`src/shared/hpsc_pkg.sv`:
```
// Constants for the host port switch control register bank.
// Assumes a 32-bit word bus; each 16-bit register sits in the low half of one word.
package hpsc_pkg;

    // ------------------------------------------------------------
    // Register indices, bank numbers and bus widths
    // ------------------------------------------------------------
    localparam int unsigned NREG       = 6;
    localparam int unsigned AW         = 6;
    localparam logic [5:0]  IDX_CTRL1  = 6'h00;
    localparam logic [5:0]  IDX_CTRL2  = 6'h02;
    localparam logic [5:0]  IDX_VIDCR  = 6'h04;
    localparam logic [5:0]  IDX_CTRL3  = 6'h06;
    localparam logic [5:0]  IDX_IRATE  = 6'h08;
    localparam logic [5:0]  IDX_ERATE  = 6'h0a;
    localparam logic [5:0]  IDX_BANK   = 6'h0e;
    localparam logic [5:0]  HOST_BANK  = 6'h34;
    localparam logic [15:0] BANK_MASK  = 16'h003f;
    localparam int unsigned SLOT_CTRL2 = 1;
    localparam int unsigned SLOT_VIDCR = 2;

    // ------------------------------------------------------------
    // Control register two field layout and reset
    // ------------------------------------------------------------
    localparam int unsigned B_INGF   = 14;
    localparam int unsigned B_NPVID  = 13;
    localparam int unsigned B_TXEN   = 10;
    localparam int unsigned B_RXEN   = 9;
    localparam int unsigned B_LRNDIS = 8;
    localparam int unsigned B_SNIFP  = 7;
    localparam int unsigned B_RXSNF  = 6;
    localparam int unsigned B_TXSNF  = 5;
    localparam int unsigned B_PCEIL  = 3;
    localparam int unsigned MEMB_MSB = 2;
    localparam logic [15:0] CTRL2_RW  = 16'h67ef;
    localparam logic [15:0] CTRL2_RST = 16'h0607;
    localparam logic [15:0] OTHER_RST = 16'h0000;
    localparam logic [15:0] FULL_RW   = 16'hffff;

    // ------------------------------------------------------------
    // Default tag layout and port numbering
    // ------------------------------------------------------------
    localparam int unsigned VID_MSB = 11;
    localparam int unsigned PRI_MSB = 15;
    localparam int unsigned PRI_LSB = 13;
    localparam int unsigned P_HOST  = 2;
    localparam logic [2:0]  HOST_BIT = 3'h4;
endpackage

```
`src/logic/hpsc_host_port_ctrl.sv`:
```
// Host port switch control bank: Avalon-MM register slave plus frame gates.
// Assumes a synchronous bus master on clk and frame descriptors from the switch core.
//
// Functional notes
// - Ingress filter set: drop host frames whose VLAN membership lacks the host port.
// - Non-default VID discard set: drop host frames whose VID differs from default.
// - Transmit enable, set at reset; clear blocks all host port transmission.
// - Receive enable, set at reset; clear blocks all host port reception.
// - Learning disable set stops source address learning; clear at reset.
// - Sniffer bit makes host port transmit every monitored frame.
// - Receive mirror: received frames tagged monitored and copied to sniffer port.
// - Transmit mirror: transmitted frames tagged monitored and copied to sniffer port.
// - Priority ceiling: priority above default tag priority replaced by it.
// - Three-bit membership mask, reset all ones: host, port two, port one.
// - Host frames go only to ports inside the membership mask.
// - Control one, VID, control three and rate registers behave as port one's.
// - Banks above host bank reserved, bank select still reachable in them.
// - Control two bits 15, 12, 11 and 4 read as zero.
module hpsc_host_port_ctrl (
    input  wire logic        clk,
    input  wire logic        sys_rst,
    input  wire logic        ce,
    input  wire logic [5:0]  avs_address,
    input  wire logic [3:0]  avs_byteenable,
    input  wire logic        avs_read,
    input  wire logic        avs_write,
    input  wire logic [31:0] avs_writedata,
    output logic [31:0]      avs_readdata,
    output logic             avs_waitrequest,
    input  wire logic        rx_valid,
    input  wire logic [11:0] rx_vid,
    input  wire logic [2:0]  rx_pri,
    input  wire logic [2:0]  rx_vlan_member,
    input  wire logic [2:0]  rx_dest_mask,
    input  wire logic [2:0]  sniff_mask,
    input  wire logic        tx_valid,
    input  wire logic        tx_dest_host,
    input  wire logic        tx_monitored,
    output logic             fwd_valid,
    output logic             fwd_drop,
    output logic [2:0]       fwd_mask,
    output logic             fwd_learn,
    output logic             fwd_monitored,
    output logic [2:0]       fwd_pri,
    output logic             tx_send,
    output logic             tx_tag_monitored,
    output logic [2:0]       tx_mirror_mask,
    output logic [15:0]      cfg_ctrl_one,
    output logic [15:0]      cfg_vlan_id,
    output logic [15:0]      cfg_ctrl_three,
    output logic [15:0]      cfg_ingress_rate,
    output logic [15:0]      cfg_egress_rate
);

    // ------------------------------------------------------------
    // Register map tables
    // ------------------------------------------------------------
    // Slot order follows the printed index order of the host bank.
    localparam logic [5:0] REG_IDX [hpsc_pkg::NREG] = '{
        hpsc_pkg::IDX_CTRL1, hpsc_pkg::IDX_CTRL2, hpsc_pkg::IDX_VIDCR,
        hpsc_pkg::IDX_CTRL3, hpsc_pkg::IDX_IRATE, hpsc_pkg::IDX_ERATE};

    typedef struct packed {
        logic                              waiting;
        logic [31:0]                       rdata;
        logic [15:0]                       bank;
        logic [hpsc_pkg::NREG-1:0][15:0]   regs;
        logic [15:0]                       c1;
        logic [15:0]                       vid;
        logic [15:0]                       c3;
        logic [15:0]                       irate;
        logic [15:0]                       erate;
    } hpsc_state_t;

    hpsc_state_t st;
    hpsc_state_t next_st;

    logic        req;
    logic        accept;
    logic        host_sel;
    logic        bank_hit;
    logic        hit;
    logic [15:0] rd_word;

    // ------------------------------------------------------------
    // Helpers
    // ------------------------------------------------------------
    // Byte lanes two and three carry nothing; only the low half is stored.
    function automatic logic [15:0] hpsc_merge(
        input logic [15:0] old,
        input logic [31:0] wd,
        input logic [3:0]  be,
        input logic [15:0] msk
    );
        logic [15:0] lane;
        lane = {{8{be[1]}}, {8{be[0]}}} & msk;
        return (old & ~lane) | (wd[15:0] & lane);
    endfunction

    function automatic logic [5:0] hpsc_byte_addr(input logic [5:0] idx);
        return {idx[3:0], 2'b00};
    endfunction

    function automatic logic [15:0] hpsc_rw_mask(input int unsigned slot);
        return (slot == hpsc_pkg::SLOT_CTRL2) ? hpsc_pkg::CTRL2_RW : hpsc_pkg::FULL_RW;
    endfunction

    function automatic logic [15:0] hpsc_rst(input int unsigned slot);
        return (slot == hpsc_pkg::SLOT_CTRL2) ? hpsc_pkg::CTRL2_RST : hpsc_pkg::OTHER_RST;
    endfunction

    // ------------------------------------------------------------
    // Address decode
    // ------------------------------------------------------------
    // The bank select word decodes in every bank, so software is never
    // locked out after selecting a reserved bank.
    always_comb begin
        req = avs_read || avs_write;
        accept = req && !st.waiting;
        bank_hit = (avs_address == hpsc_byte_addr(hpsc_pkg::IDX_BANK));
        host_sel = (st.bank[5:0] == hpsc_pkg::HOST_BANK);
        hit = bank_hit;
        rd_word = bank_hit ? st.bank : 16'h0000;
        // host bank registers, other banks read zero
        for (int unsigned i = 0; i < hpsc_pkg::NREG; i++) begin
            if (host_sel && avs_address == hpsc_byte_addr(REG_IDX[i])) begin
                hit = 1'b1;
                rd_word = st.regs[i] & hpsc_rw_mask(i);
            end
        end
    end

    // ------------------------------------------------------------
    // Next state
    // ------------------------------------------------------------
    // Waitrequest drops for exactly one cycle per request; the write lands
    // on the edge at which the master sees it low.
    always_comb begin
        next_st = st;
        next_st.waiting = !(req && st.waiting);
        if (req && st.waiting) begin
            next_st.rdata = {16'h0000, rd_word};
        end
        if (accept && avs_write && bank_hit) begin
            next_st.bank = hpsc_merge(st.bank, avs_writedata, avs_byteenable,
                                      hpsc_pkg::BANK_MASK);
        end
        // writes outside the host bank ignored
        for (int unsigned i = 0; i < hpsc_pkg::NREG; i++) begin
            if (accept && avs_write && host_sel
                && avs_address == hpsc_byte_addr(REG_IDX[i])) begin
                next_st.regs[i] = hpsc_merge(st.regs[i], avs_writedata,
                                             avs_byteenable, hpsc_rw_mask(i));
            end
        end
        // copies handed to the port-one style logic
        next_st.c1 = st.regs[0];
        next_st.vid = st.regs[hpsc_pkg::SLOT_VIDCR];
        next_st.c3 = st.regs[3];
        next_st.irate = st.regs[4];
        next_st.erate = st.regs[5];
    end

    // ------------------------------------------------------------
    // State register
    // ------------------------------------------------------------
    // The clock enable freezes the bus handshake as well as the bank.
    always_ff @(posedge clk) begin
        if (sys_rst) begin
            st <= '0;
            st.waiting <= 1'b1;
            // membership resets to all ones, enables set
            for (int unsigned i = 0; i < hpsc_pkg::NREG; i++) begin
                st.regs[i] <= hpsc_rst(i);
            end
        end else if (ce) begin
            st <= next_st;
        end
    end

    assign avs_readdata     = st.rdata;
    assign avs_waitrequest  = st.waiting;
    assign cfg_ctrl_one     = st.c1;
    assign cfg_vlan_id      = st.vid;
    assign cfg_ctrl_three   = st.c3;
    assign cfg_ingress_rate = st.irate;
    assign cfg_egress_rate  = st.erate;

    // ------------------------------------------------------------
    // Frame gates
    // ------------------------------------------------------------
    // Both gates read the live control word so a write acts on the next frame.
    hpsc_ingress u_ingress (
        .clk            (clk),
        .sys_rst        (sys_rst),
        .ce             (ce),
        .rx_valid       (rx_valid),
        .rx_vid         (rx_vid),
        .rx_pri         (rx_pri),
        .rx_vlan_member (rx_vlan_member),
        .rx_dest_mask   (rx_dest_mask),
        .sniff_mask     (sniff_mask),
        .ctrl           (st.regs[hpsc_pkg::SLOT_CTRL2]),
        .def_tag        (st.regs[hpsc_pkg::SLOT_VIDCR]),
        .fwd_valid      (fwd_valid),
        .fwd_drop       (fwd_drop),
        .fwd_mask       (fwd_mask),
        .fwd_learn      (fwd_learn),
        .fwd_monitored  (fwd_monitored),
        .fwd_pri        (fwd_pri)
    );

    hpsc_egress u_egress (
        .clk              (clk),
        .sys_rst          (sys_rst),
        .ce               (ce),
        .tx_valid         (tx_valid),
        .tx_dest_host     (tx_dest_host),
        .tx_monitored     (tx_monitored),
        .sniff_mask       (sniff_mask),
        .ctrl             (st.regs[hpsc_pkg::SLOT_CTRL2]),
        .tx_send          (tx_send),
        .tx_tag_monitored (tx_tag_monitored),
        .tx_mirror_mask   (tx_mirror_mask)
    );
endmodule

```
`src/logic/hpsc_ingress.sv`:
```
// Per-frame ingress decision for frames received on the host port.
// Assumes one frame descriptor per rx_valid pulse, synchronous to clk.
module hpsc_ingress (
    input  wire logic        clk,
    input  wire logic        sys_rst,
    input  wire logic        ce,
    input  wire logic        rx_valid,
    input  wire logic [11:0] rx_vid,
    input  wire logic [2:0]  rx_pri,
    input  wire logic [2:0]  rx_vlan_member,
    input  wire logic [2:0]  rx_dest_mask,
    input  wire logic [2:0]  sniff_mask,
    input  wire logic [15:0] ctrl,
    input  wire logic [15:0] def_tag,
    output logic             fwd_valid,
    output logic             fwd_drop,
    output logic [2:0]       fwd_mask,
    output logic             fwd_learn,
    output logic             fwd_monitored,
    output logic [2:0]       fwd_pri
);
    typedef struct packed {
        logic       valid;
        logic       drop;
        logic [2:0] mask;
        logic       learn;
        logic       mon;
        logic [2:0] pri;
    } hpsc_ing_t;

    hpsc_ing_t st;
    hpsc_ing_t next_st;
    logic      drop_c;
    logic [2:0] memb;
    logic [2:0] dpri;

    // ------------------------------------------------------------
    // Decision
    // ------------------------------------------------------------
    // Drop reasons are ORed; a dropped frame is neither learned nor forwarded.
    always_comb begin
        memb = ctrl[hpsc_pkg::MEMB_MSB:0];
        dpri = def_tag[hpsc_pkg::PRI_MSB:hpsc_pkg::PRI_LSB];
        drop_c = !ctrl[hpsc_pkg::B_RXEN];
        if (ctrl[hpsc_pkg::B_INGF] && !rx_vlan_member[hpsc_pkg::P_HOST]) begin
            drop_c = 1'b1;
        end
        if (ctrl[hpsc_pkg::B_NPVID] && rx_vid != def_tag[hpsc_pkg::VID_MSB:0]) begin
            drop_c = 1'b1;
        end
        next_st = st;
        next_st.valid = rx_valid;
        next_st.drop = rx_valid && drop_c;
        next_st.mask = (rx_dest_mask | (ctrl[hpsc_pkg::B_RXSNF] ? sniff_mask : 3'h0))
                       & memb & ~hpsc_pkg::HOST_BIT;
        if (!rx_valid || drop_c) begin
            next_st.mask = 3'h0;
        end
        next_st.learn = rx_valid && !drop_c && !ctrl[hpsc_pkg::B_LRNDIS];
        next_st.mon = rx_valid && !drop_c && ctrl[hpsc_pkg::B_RXSNF];
        next_st.pri = (ctrl[hpsc_pkg::B_PCEIL] && rx_pri > dpri) ? dpri : rx_pri;
    end

    always_ff @(posedge clk) begin
        if (sys_rst) begin
            st <= '0;
        end else if (ce) begin
            st <= next_st;
        end
    end

    assign fwd_valid     = st.valid;
    assign fwd_drop      = st.drop;
    assign fwd_mask      = st.mask;
    assign fwd_learn     = st.learn;
    assign fwd_monitored = st.mon;
    assign fwd_pri       = st.pri;
endmodule

```
`src/logic/hpsc_egress.sv`:
```
// Transmit gate for frames offered to the host port.
// Assumes one offered frame per tx_valid pulse, synchronous to clk.
module hpsc_egress (
    input  wire logic        clk,
    input  wire logic        sys_rst,
    input  wire logic        ce,
    input  wire logic        tx_valid,
    input  wire logic        tx_dest_host,
    input  wire logic        tx_monitored,
    input  wire logic [2:0]  sniff_mask,
    input  wire logic [15:0] ctrl,
    output logic             tx_send,
    output logic             tx_tag_monitored,
    output logic [2:0]       tx_mirror_mask
);
    typedef struct packed {
        logic       send;
        logic       tag;
        logic [2:0] mmask;
    } hpsc_egr_t;

    hpsc_egr_t st;
    hpsc_egr_t next_st;
    logic      go;

    // ------------------------------------------------------------
    // Gate
    // ------------------------------------------------------------
    // A sniffer port also carries frames that are only monitored copies.
    always_comb begin
        go = tx_valid && ctrl[hpsc_pkg::B_TXEN]
             && (tx_dest_host || (ctrl[hpsc_pkg::B_SNIFP] && tx_monitored));
        next_st = st;
        next_st.send = go;
        next_st.tag = go && ctrl[hpsc_pkg::B_TXSNF];
        next_st.mmask = next_st.tag ? (sniff_mask & ctrl[hpsc_pkg::MEMB_MSB:0]
                                       & ~hpsc_pkg::HOST_BIT) : 3'h0;
    end

    always_ff @(posedge clk) begin
        if (sys_rst) begin
            st <= '0;
        end else if (ce) begin
            st <= next_st;
        end
    end

    assign tx_send          = st.send;
    assign tx_tag_monitored = st.tag;
    assign tx_mirror_mask   = st.mmask;
endmodule

```
`config.mk`:
```
export PLATFORM = sky130hd
export DESIGN_NAME = hpsc_host_port_ctrl
export DESIGN_NICKNAME = d
export VERILOG_FILES = /design/src/shared/hpsc_pkg.sv /design/src/logic/hpsc_host_port_ctrl.sv /design/src/logic/hpsc_ingress.sv /design/src/logic/hpsc_egress.sv
export SDC_FILE = /design/constraint.sdc
export NUM_CORES = 1
export LEC_CHECK = 0
export ABC_AREA = 1
export BUFFER_PORTS_ARGS = -buffer_cell sky130_fd_sc_hd__buf_4
export CORE_AREA = 2 2 124 138
export CTS_CLUSTER_SIZE = 8
export DETAILED_ROUTE_END_ITERATION = 7
export DIE_AREA = 0 0 126 140
export GPL_TIMING_DRIVEN = 1
export PLACE_DENSITY = 0.84
export SETUP_SLACK_MARGIN = 0.3
export SLEW_MARGIN = 20
export SYNTH_ARGS = -nofsm -noshare
export SYNTH_HDL_FRONTEND = slang
export SYNTH_SLANG_ARGS = --single-unit
export TNS_END_PERCENT = 20
```
`constraint.sdc`:
```
create_clock -name clk -period 2.9 [get_ports clk]
set_input_delay 0.435 -clock clk [delete_from_list [all_inputs] [get_ports clk]]
set_output_delay 0.435 -clock clk [all_outputs]
set_load 0.01 [all_outputs]
```
# After elaboration in Yosys (flattened, before gate mapping)
# Index checks and enable logic that the tools add are counted.
op_classes:
  addsub: 0
  n_mul: 0
  div: 0
  n_lt_le_gt_ge: 1
  n_eq_ne: 8
  n_shift: 0
  n_mux: 13
  bitwise: 23
  reduce_logical: 47
ops:
  columns: ["op", "count"]
  rows:
  - ["AND 16 bit", 8]
  - ["two-way mux 16 bit", 7]
  - ["OR 16 bit", 7]
  - ["logical AND 1 bit", 28]
  - ["equality test 6 bit, second input constant", 4]
  - ["AND 16 x 15 -> 16 bit", 1]
  - ["AND 16 x 6 -> 16 bit", 1]
  - ["inverter 15 -> 16 bit", 1]
  - ["inverter 16 bit", 1]
  - ["inverter 6 -> 16 bit", 1]
  - ["AND reduction 2 bit", 8]
  - ["equality test 6 x 5 -> 1 bit, second input constant", 2]
  - ["!= test 12 bit", 1]
  - ["logical NOT 1 bit", 7]
  - ["equality test 6 x 4 -> 1 bit, second input constant", 1]
  - ["logical NOT 6 bit", 1]
  - ["two-way mux 2 bit", 3]
  - ["AND 2 bit", 2]
  - ["greater-than comparator 3 bit", 1]
  - ["logical OR 1 bit", 3]
  - ["two-way mux 3 bit", 1]
  - ["two-way mux 1 bit", 2]
  - ["OR 2 bit", 1]
totals:
  ff_bits: 224
  latchBits: 0
  ram_bits: 0
  romBits: 0
  output_inout_bits: 128
  elab_cells: 115
  mem_count: 0

# Depth between registers and ports, before layout
depth:
  ltp_word: 8
  mapped_depth: 13
  mapped_depth_nobuf: 13

# Modules after synthesis
# A second synthesis with hierarchy kept.
hier_totals:
  cells_unflattened: 1202
  hier_area_um2: 9429.0
modules_own_cells:
  columns: ["mod", "instances", "cells_per_inst", "area_per_inst_um2"]
  rows:
  - ["hpsc_host_port_ctrl", 1, 1067, 8536.9]
  - ["hpsc_ingress", 1, 105, 695.7]
  - ["hpsc_egress", 1, 30, 196.4]

# Least setup slack after synthesis
# No wires, ideal clock.
synth_path:
  path_kind: "input -> register"
  startpoint: "input port avs_address[1]"
  endpoint: "register (tool-made name)"
  setup_ns: 0.119
  arrival_ns: 1.466
  required_time_ns: 2.781
  slack_ns: 1.315
  cell_stages: 7
  path_buffers: 1
  path_cell_list: "nor2_2 > nand2_2 > nor4_1 > inv_1 > buf_2 > o21ai_0 > a21oi_1"
synth_lines:
  columns: ["item", "line", "rtl"]
  rows:
  - ["start, declared", "hpsc_host_port_ctrl.sv:23", "input wire logic [5:0] avs_address,"]

# Final worst setup path
layout_path:
  startpoint: "register st, in the netlist avs_waitrequest"
  endpoint: "register st, in the netlist avs_readdata[15]"
layout_via:
  elab_chain_cells: 2
layout_rtl:
  columns: ["item", "line", "rtl"]
  rows:
  - ["start, declared", "hpsc_host_port_ctrl.sv:75", "hpsc_state_t st;"]
  - ["start signal, assigned", "hpsc_host_port_ctrl.sv:177", "st <= next_st;"]
  - ["logical AND 1 bit", "hpsc_host_port_ctrl.sv:141", "if (req && st.waiting) begin"]
  - ["AND reduction 2 bit (no source line)", null, null]
# No other way between the ends.
# A chain may end at the register's enable or synchronous reset.

==> out/summary.txt <==
Starting DRT DRC Count: 639
row cnt: 49
Ys Warns: 0
number of detailed-route iterations in the first pass: 5
I/O pin count: 203
die area: 17640 µm²
final setup fails: 0
drc violations: 0
core area: 16190 µm²
Final WS setup: 0.9184 ns
share of cells above drive strength 1: 0.1978
Area Growth Syn to Fin: 12.60%
sequential area share after synthesis: 0.4450
register bit total from synthesis: 208
Power Dens Cells: 602.4 nW/µm²
first-pass GRT wire length: 38580 µm
Total GRT Usage: 0.2684
crit path max fanout: 25
WP data required: 3.35 ns
Avg Inst Size Synth: 7.721 µm²
Clock Sinks: 208
hold violation count in the final report: 0
initial antenna violation count: 0
most frequent cells in the layout: dfxtp_1, o21ai_0, buf_4, nor2_1, a21oi_1
CTS H-Tree Depth: 1
setup repair after global routing missed its margin: no
gr ovfl total: 0
clock slew at reported path FFs: 0.05 ns
CP endpoint kind: flip-flop
worst rel slew slack: 0.6007
pre-CTS setup slack: 0.6899 ns
Mapped Cells: 1212
final setup skew: 0.01030 ns
post-cts sizing count: 0
Die Width: 126 µm
GP Congestion: 0.9356
Hold WC Path Type: primary input to flip-flop
Post-Route WL: 24790 µm
Max Buffers Root-to-Sink: 3
Netlist cell types: 40
CP Launch Type: flip-flop
slew at the pin closest to its max-slew limit: 0.5990 ns
Skew-Pair Late Insertion Delay: 0.52 ns
status: completed
Post-CTS Setup Repair Bufs: 0
largest net degree at the start of global routing: 76
Initial Utilization: 0.5782
Via Count: 8103
TritonCTS clock tree: built
routed length per instance: 17.00 µm
filler instances: 1371
DIE HEIGHT: 140 µm
DR vias/cell: 5.558
diode count: 0
Layout Nets: 1334
maxcap violations: 0
# port buffers: 162
antenna-violating nets left: 0
Clock Tree Root: clkbuf_16
hold buffers post-CTS: 0
Cell Area, Synth: 9358 µm²
crit path time final: 1.982 ns
WS Path Type: flip-flop to flip-flop
worst vdd ir: 0.0004401 V
post-route setup TNS: 0 ns
Static Leakage: 4.555 nW
fmax: 504.6 MHz
most common cell after layout, fill and taps aside: dfxtp_1
vias in the first global route: 7673
fraction of the cycle the final worst path needs: 0.6833
detailed placer's ending HPWL: 17570 µm
clock buffer count from CTS: 29
Slew Viols, Final: 0
crit path DAT: 2.43 ns
==> worst max-delay path, cell delays in order (launching register included) <==
cell,delay [ns]
dfxtp_1,0.41
inv_2,0.09
nor3_4,0.15
buf_4,0.30
clkinv_1,0.43
a21oi_1,0.24
nand2_1,0.12
a21oi_1,0.15
==> path summary, 6_finish.rpt <==
path,end,depth (start not counted),from,slack [ns]
worst max register to register,avs_readdata[15],7,avs_waitrequest,0.92
worst max-delay path,avs_readdata[15],7,avs_waitrequest,0.92
worst min register to register,u_ingress.fwd_valid,2,u_ingress.fwd_valid,0.46
worst min-delay path,u_egress.tx_mirror_mask[0],3,sniff_mask[0],0.21
==> report_power, final <==
part           switching (mW)  leakage, nW  internal (mW)  total, mW
registers              0.0378         1.69           2.94       2.97
logic                   0.304         2.50          0.208      0.512
clock network            1.13        0.357           1.73       2.86
total                    1.47         4.56           4.87       6.35
==> cells by family after synthesis <==
logic type / share of synthesized area
flip-flops: 0.4450
adder cells (fa/ha/maj): 0.004012
XOR/XNOR: 0.006552
AND/OR/NAND/NOR: 0.1630
other: 0.0004007
buffers and inverters: 0.1705
AO/OA/AOI/OAI: 0.2106
==> cell usage after synthesis, drive strengths merged <==
cell	n	area (µm²)
dfxtp	208	4164
o21ai	194	974.7
nor2	161	700.7
a21oi	140	704.4
buf	134	1015
nand2	134	558.0
inv	107	406.6
clkbuf	39	146.4
nand3	28	152.7
a211oi	24	185.2
o211ai	9	67.56
xnor2	7	61.31
clkinv	6	27.53
nand4	6	52.55
ha	3	37.54
nand3b	3	22.52
nor3	2	32.53
o21bai	2	15.01
a21boi	1	7.510
a21o	1	7.510
conb	1	3.750
nor4	1	6.260
o2111ai	1	8.760
==> layer usage <==
layer,routed length [µm],vias up,part of all wire,global-route usage
met1,9670,3797,0.39,0.3151
met2,12480,302,0.50,0.4819
met4,1161,0,0.047,0.1284
met5,0,-,0,0
met3,1477,73,0.060,0.03552
li1,-,3931,-,-
==> final cells by class <==
class,instances,area [µm²],area share
Clock buffer,29,725.7,0.06888
Multi-Input combinational cell,735,3662,0.3476
Inverter,113,435.4,0.04133
Tap cell,204,255.2,0.02423
Sequential cell,208,4164,0.3952
Timing Repair Buffer,169,1294,0.1228
==> metrics by stage <==
step                      cells    util  hold slack [ns]  area [µm²]  power (mW)
final                      1458  0.6510           0.2055       10540       6.348
after global routing       1458  0.6510           0.2194       10540       6.534
after CTS                  1458  0.6510           0.1984       10540       6.360
after detailed placement   1429  0.6061           0.4589        9811       3.536
after global placement     1429  0.6061           0.4523        9811       3.526
after floorplan            1229       -           0.4402        9422       3.384
No activity file was read; power rests on OpenSTA's default activity.
